--- src/pkg/otm_cfg.svh ---
`ifndef OTM_CFG_SVH
`define OTM_CFG_SVH
`define OTM_ADDR_MODE_SET    8'h04
`define OTM_ADDR_MODE_CLR    8'h05
`define OTM_ADDR_VER_LO      8'h14
`define OTM_ADDR_VER_HI      8'h15
`define OTM_BIT_UART         6
`define OTM_BIT_OE_INT       5
`define OTM_BIT_AUTO_CONN    4
`define OTM_BIT_GP_BUF       3
`define OTM_BIT_SE_ENC       2
`define OTM_BIT_SUSPEND      1
`define OTM_BIT_SPEED        0
`define OTM_MODE_RST         8'h00
`define OTM_MODE_USED_MASK   8'h7F
`define OTM_VER_PKG_MSB      15
`define OTM_VER_PKG_LSB      12
`define OTM_VER_SCHEME_MSB   11
`define OTM_VER_SCHEME_LSB   8
`define OTM_VER_MAJOR_MSB    7
`define OTM_VER_MAJOR_LSB    4
`define OTM_VER_MINOR_MSB    3
`define OTM_VER_MINOR_LSB    0
`endif

--- src/pkg/otm_pkg.sv ---
package otm_pkg;
  typedef enum logic [1:0]
  {
    OTM_ST_STRAP = 2'b01,
    OTM_ST_RUN   = 2'b10
  } otm_state_t;
endpackage

--- src/rtl/otm_mode_regs.sv ---
`timescale 1ns/1ps
`include "otm_cfg.svh"
module otm_mode_regs #(
  parameter logic [3:0] PKG_CODE   = 4'h0,
  parameter logic [3:0] SCHEME     = 4'h0,
  parameter logic [3:0] MAJOR_REV  = 4'h1,
  parameter logic [3:0] MINOR_REV  = 4'h0
) (
  // Clock and reset
  input  wire logic       clk_sys,
  input  wire logic       sys_rst,
  // Register access
  input  wire logic       reg_wr,
  input  wire logic       reg_rd,
  input  wire logic [7:0] reg_addr,
  input  wire logic [7:0] reg_wdata,
  output logic      [7:0] reg_rdata,
  // Strap and status
  input  wire logic       service_strap_n,
  input  wire logic       a_device_role,
  input  wire logic       peer_detach_seen,
  input  wire logic       peer_attach_seen,
  input  wire logic       plus_line_pullup_ctl,
  input  wire logic       irq_event,
  // Transceiver controls
  output logic            uart_passthrough,
  output logic            gp_buffer_passthrough_select,
  output logic            single_ended_encoding_select,
  output logic            low_power,
  output logic            full_speed_edges,
  output logic            diff_rx_enable,
  output logic            plus_pullup_on,
  output logic            drive_se0,
  output logic            oe_pin_out,
  output logic            oe_pin_oe
);
  // Refuse version fields the logic cannot report
  if (MAJOR_REV == 4'h0)
  begin
    $error("major revision starts at 1");
  end
  if (PKG_CODE > 4'h1)
  begin
    $error("package code is 0 or 1");
  end

  // Strobe and address match
  function automatic logic otm_addr_hit(input logic strobe, input logic [7:0] addr, input logic [7:0] match);
    otm_addr_hit = strobe && (addr == match);
  endfunction

  // Register state
  otm_pkg::otm_state_t state_reg;
  logic [7:0]          mode_reg;
  logic                pullup_latch_reg;
  logic                se0_latch_reg;

  // Decoded strobes
  logic                strap_cycle;
  logic                set_hit;
  logic                clr_hit;
  logic                mode_rd_hit;
  logic [7:0]          set_value;
  logic [7:0]          clr_value;
  logic [15:0]         version_identifier;

  assign strap_cycle = (state_reg == otm_pkg::OTM_ST_STRAP);
  assign set_hit     = otm_addr_hit(reg_wr, reg_addr, `OTM_ADDR_MODE_SET);
  assign clr_hit     = otm_addr_hit(reg_wr, reg_addr, `OTM_ADDR_MODE_CLR);
  assign mode_rd_hit = otm_addr_hit(reg_rd, reg_addr, `OTM_ADDR_MODE_SET) ||
                       otm_addr_hit(reg_rd, reg_addr, `OTM_ADDR_MODE_CLR);
  assign set_value   = (mode_reg | reg_wdata) & `OTM_MODE_USED_MASK;
  assign clr_value   = mode_reg & ~reg_wdata;

  // Version word from fixed fields
  assign version_identifier[`OTM_VER_PKG_MSB:`OTM_VER_PKG_LSB]       = PKG_CODE;
  assign version_identifier[`OTM_VER_SCHEME_MSB:`OTM_VER_SCHEME_LSB] = SCHEME;
  assign version_identifier[`OTM_VER_MAJOR_MSB:`OTM_VER_MAJOR_LSB]   = MAJOR_REV;
  assign version_identifier[`OTM_VER_MINOR_MSB:`OTM_VER_MINOR_LSB]   = MINOR_REV;

  // Strap capture after reset release
  always_ff @(posedge clk_sys)
  begin
    if (sys_rst)
      state_reg <= otm_pkg::OTM_ST_STRAP;
    else
    begin
      case (state_reg)
        otm_pkg::OTM_ST_STRAP: state_reg <= otm_pkg::OTM_ST_RUN;
        otm_pkg::OTM_ST_RUN:   state_reg <= otm_pkg::OTM_ST_RUN;
        default:               state_reg <= otm_pkg::OTM_ST_STRAP;
      endcase
    end
  end

  // Mode register
  always_ff @(posedge clk_sys)
  begin
    if (sys_rst)
      mode_reg <= `OTM_MODE_RST;
    else if (strap_cycle)
      mode_reg[`OTM_BIT_UART] <= ~service_strap_n;
    else if (set_hit)
      mode_reg <= set_value;
    else if (clr_hit)
      mode_reg <= clr_value;
  end

  // Read data
  always_ff @(posedge clk_sys)
  begin
    if (sys_rst)
      reg_rdata <= 8'h00;
    else if (mode_rd_hit)
      reg_rdata <= mode_reg;
    else if (reg_rd)
    begin
      case (reg_addr)
        `OTM_ADDR_VER_LO: reg_rdata <= version_identifier[7:0];
        `OTM_ADDR_VER_HI: reg_rdata <= version_identifier[15:8];
        default:          reg_rdata <= 8'h00;
      endcase
    end
  end

  // Pull-up latch on peer detach, A role
  always_ff @(posedge clk_sys)
  begin
    if (sys_rst)
      pullup_latch_reg <= 1'b0;
    else if (!mode_reg[`OTM_BIT_AUTO_CONN] || !a_device_role)
      pullup_latch_reg <= 1'b0;
    else if (peer_detach_seen)
      pullup_latch_reg <= 1'b1;
  end

  // SE0 latch on peer attach, B role
  always_ff @(posedge clk_sys)
  begin
    if (sys_rst)
      se0_latch_reg <= 1'b0;
    else if (!mode_reg[`OTM_BIT_AUTO_CONN] || a_device_role)
      se0_latch_reg <= 1'b0;
    else if (peer_attach_seen)
      se0_latch_reg <= 1'b1;
  end

  // Mode bit copies
  always_ff @(posedge clk_sys)
  begin
    if (sys_rst)
    begin
      uart_passthrough             <= 1'b0;
      gp_buffer_passthrough_select <= 1'b0;
      single_ended_encoding_select <= 1'b0;
      low_power                    <= 1'b0;
      full_speed_edges             <= 1'b0;
    end
    else
    begin
      uart_passthrough             <= mode_reg[`OTM_BIT_UART];
      gp_buffer_passthrough_select <= mode_reg[`OTM_BIT_GP_BUF];
      single_ended_encoding_select <= mode_reg[`OTM_BIT_SE_ENC];
      low_power                    <= mode_reg[`OTM_BIT_SUSPEND];
      full_speed_edges             <= mode_reg[`OTM_BIT_SPEED];
    end
  end

  // Differential receiver enable
  always_ff @(posedge clk_sys)
  begin
    if (sys_rst)
      diff_rx_enable <= 1'b1;
    else
      diff_rx_enable <= ~(mode_reg[`OTM_BIT_SUSPEND] & mode_reg[`OTM_BIT_SPEED]);
  end

  // Plus line pull-up
  always_ff @(posedge clk_sys)
  begin
    if (sys_rst)
      plus_pullup_on <= 1'b0;
    else if (!a_device_role)
      plus_pullup_on <= 1'b0;
    else if (mode_reg[`OTM_BIT_AUTO_CONN])
      plus_pullup_on <= pullup_latch_reg;
    else
      plus_pullup_on <= plus_line_pullup_ctl;
  end

  // SE0 drive
  always_ff @(posedge clk_sys)
  begin
    if (sys_rst)
      drive_se0 <= 1'b0;
    else
      drive_se0 <= se0_latch_reg;
  end

  // Shared enable pin, driven only in suspend
  always_ff @(posedge clk_sys)
  begin
    if (sys_rst)
    begin
      oe_pin_oe  <= 1'b0;
      oe_pin_out <= 1'b1;
    end
    else
    begin
      oe_pin_oe  <= mode_reg[`OTM_BIT_OE_INT] & mode_reg[`OTM_BIT_SUSPEND];
      oe_pin_out <= ~irq_event;
    end
  end
endmodule

--- config.mk ---
export PLATFORM = sky130hd
export DESIGN_NAME = otm_mode_regs
export DESIGN_NICKNAME = d
export VERILOG_FILES = /design/src/pkg/otm_pkg.sv /design/src/rtl/otm_mode_regs.sv
export VERILOG_INCLUDE_DIRS = /design/src /design/src/pkg
export SDC_FILE = /design/constraint.sdc
export NUM_CORES = 1
export LEC_CHECK = 0
export BUFFER_PORTS_ARGS = -buffer_cell sky130_fd_sc_hd__buf_4
export CELL_PAD_IN_SITES_DETAIL_PLACEMENT = 1
export CELL_PAD_IN_SITES_GLOBAL_PLACEMENT = 1
export CORE_MARGIN = 8
export CORE_UTILIZATION = 35
export DETAILED_ROUTE_END_ITERATION = 8
export GPL_TIMING_DRIVEN = 1
export HOLD_SLACK_MARGIN = 0.08
export PLACE_DENSITY = 0.77
export SLEW_MARGIN = 25
export SYNTH_ARGS = -nofsm -noshare
export SYNTH_HDL_FRONTEND = slang
export SYNTH_SLANG_ARGS = --single-unit
--- constraint.sdc ---
create_clock -name clk_sys -period 1.5 [get_ports clk_sys]
set_input_delay 0 -clock clk_sys [delete_from_list [all_inputs] [get_ports clk_sys]]
set_output_delay 0 -clock clk_sys [all_outputs]
set_load 0.03 [all_outputs]
==> impl_metrics.py <==
metrics = {
    "worst_setup_path": {
        "start_kind": "primary input",
        "end_kind": "flop",
        "worst_ep_required_time_ns": 1.78,
        "cp_max_fo": 30,
        "arrival_ns": 1.72,
        "worstSetupPathType": "primary input to flop",
    },
    "finish": {
        "post-route-util_pct": 56.1,
        "final_common_cell": "buf_4",
        "drive_above_1_share_pct": 37.0,
        "n_antenna_cell": 0,
        "layout.cells.most_common_list": "46 x buf_4, 30 x dfxtp_1, 22 x dlygate4sd3_1",
        "fin_nets": 207,
        "area_growth_pct": 57.8,
    },
    "detailed_routing": {
        "drcViolationCount": 0,
        "finalWirelength_mm": 3.50,
        "viasPerCell": 4.68,
        "dr_total_vias": 1063,
        "drtIter0Drc": 75,
        "first_pass_iters": 4,
        "drt.antenna.violating_nets": 0,
        "avgRoutedWirePerCell_um": 15.4,
    },
    "placement": {
        "dp_hpwl_mm": 2.20,
        "gp_congestion": 0.718,
        "io_buffers": 43,
    },
    "timing": {
        "slew_headroom_pct": 74.0,
        "finalSetupViolCount": 0,
        "setup_tns_ns": 0,
        "hold_viol": 0,
        "period_needed_ns": 1.44,
        "report.final.slew_viol_count": 0,
        "clock.fmax_mhz": 693,
        "rsz0062_at_grt": "no",
        "timing.final.crit_share_pct": 96.2,
        "max_slew.worst_pin.slew_ns": 0.387,
        "clock_skew_ns": 0.0111,
    },
    "power": {
        "pwr-share-seq_pct": 50.9,
        "vdd_drop_max_mv": 0.523,
        "p_switching_uw": 446,
        "intPower_mw": 1.24,
        "clkPwrFrac_pct": 30.2,
        "pwr-share-comb_pct": 18.8,
        "p_per_area_nw_per_um2": 928,
        "p_sw_share_pct": 26.5,
        "leakage_nw": 0.780,
    },
    "die": {
        "initial_core_util_pct": 35.5,
        "pin_count": 44,
        "rows": 21,
        "die_y_um": 73.3,
        "die_area_um2": 5370,
        "die_w_um": 73.3,
        "coreArea_um2": 3230,
    },
    "clocking": {
        "cts_sinks": 30,
        "h-tree-depth": 2,
        "cts_tree": "yes",
        "clock-root-buffer": "clkbuf_4",
        "clock_latency_ns": 0.33,
        "numCtsBuffers": 5,
        "clk_pin_slew_ns": 0.10,
        "clockBufferDepth": 2,
    },
    "synthesis": {
        "yosys.area.top_type": "dfxtp_1",
        "avgSynthCellArea_um2": 10.4,
        "ys_types": 25,
        "yosys_register_bits": 30,
        "synth_area_leaders": "dfxtp_1 52%, or3b_2 5.3%, nor2b_1 4.9%",
        "yosys_warnings": 0,
        "yosysSeqAreaShare_pct": 52.3,
        "syn_nets": 137,
        "syn_inst": 110,
        "yosys.area.top_type_share_pct": 52.3,
        "syn_area_um2": 1150,
    },
    "global_routing": {
        "grt.overflow.total": 0,
        "first_global_vias": 1132,
        "grt_pass1_wl_mm": 5.60,
        "grt_max_degree": 31,
        "grt_usage_pct": 14.0,
        "grt_antenna_before_repair": 0,
    },
    "min_path": {
        "hp-class": "primary input to flop",
    },
    "run": {
        "maxCapViolations": 0,
    },
    "run_status": {
        "status": "complete, no violations",
    },
}
[what timing repair did]
| item | in CTS | in global routing |
|---|---|---|
| gates resized for setup | 0 | 0 |
| setup buffers | 0 | 2 |
| endpoints found under the hold margin | 27 | 1 |
| hold buffers | 21 | 1 |
| setup endpoints to repair | 0 | 8 |
[cell usage after synthesis, drive strengths merged]
master / instances
a21oi: 3
a31oi: 1
and2: 1
clkbuf: 5
dfxtp: 30
ha: 1
inv: 4
mux2: 4
mux2i: 4
nand2: 8
nand2b: 5
nand3: 1
nand3b: 1
nand4b: 6
nor2: 4
nor2b: 9
nor3: 1
nor3b: 1
nor4: 1
nor4bb: 1
o2111ai: 1
o21ai: 3
o31ai: 7
or2: 1
or3b: 7
[path summary, 6_finish.rpt]
kind	end	from	depth (start not counted)	slack [ns]
max	se0_latch_reg	sys_rst	5	0.06
min	flop	reg_addr[7]	4	0.07
max reg2reg	plus_pullup_on	flop	3	0.18
min reg2reg	diff_rx_enable	flop	1	0.44
[power by group through the flow]
stage	registers (mW)	logic [mW]	clock network [mW]
after floorplan	0.888	0.140	0
after global placement	0.874	0.254	0
after detailed placement	0.877	0.266	0
after CTS	0.860	0.308	0.522
after global routing	0.862	0.348	0.564
final	0.857	0.317	0.508
[critical path, stage by stage]
cell and delay (ns):
dlygate4sd3_1 0.55, buf_4 0.23, nand2b_1 0.21, nor3_1 0.17, dlygate4sd3_1 0.55
[cells by family (layout without fill, tap and decap cells)]
logic type / count (synthesis) / count (layout) / synth area share (%)
buffers and inverters: 9 / 80 / 2.94
and+or+nand+nor: 47 / 47 / 27.8
adders and majority gates: 1 / 1 / 1.09
DFF: 30 / 30 / 52.3
AOI/OAI and AO/OA: 15 / 15 / 8.50
muxes: 8 / 8 / 7.41
[cell type report]
type,count,area (um2)
multi-input combinational,71,514
sequential,30,601
inverter,4,15.0
clock buffer,7,55.1
fill,371,1420
timing repair buffer,68,566
tap,46,57.6
clock inverter,1,5.00
[metal layers]
layer	GRT usage, %	share of wire (%)
met5	0	0
met4	8.67	2.9
met3	4.50	5.9
met2	23.3	51
met1	14.9	40
[stage by stage]
| step | power (mW) | setup WS (ns) | instance area (um2) | hold slack (ns) | std cells |
|---|---|---|---|---|---|
| final | 1.68 | 0.0576 | 1810 | 0.0700 | 227 |
| after CTS | 1.69 | 0.0186 | 1790 | -0.0218 | 224 |
| after global routing | 1.77 | 0.0125 | 1810 | 0.0880 | 227 |
| after global placement | 1.13 | 0.232 | 1520 | 0.170 | 195 |
| after floorplan | 1.03 | 0.371 | 1150 | 0.0737 | 110 |
| after detailed placement | 1.14 | 0.128 | 1520 | 0.176 | 195 |
Note: power is estimated with default switching activity, not from simulation.
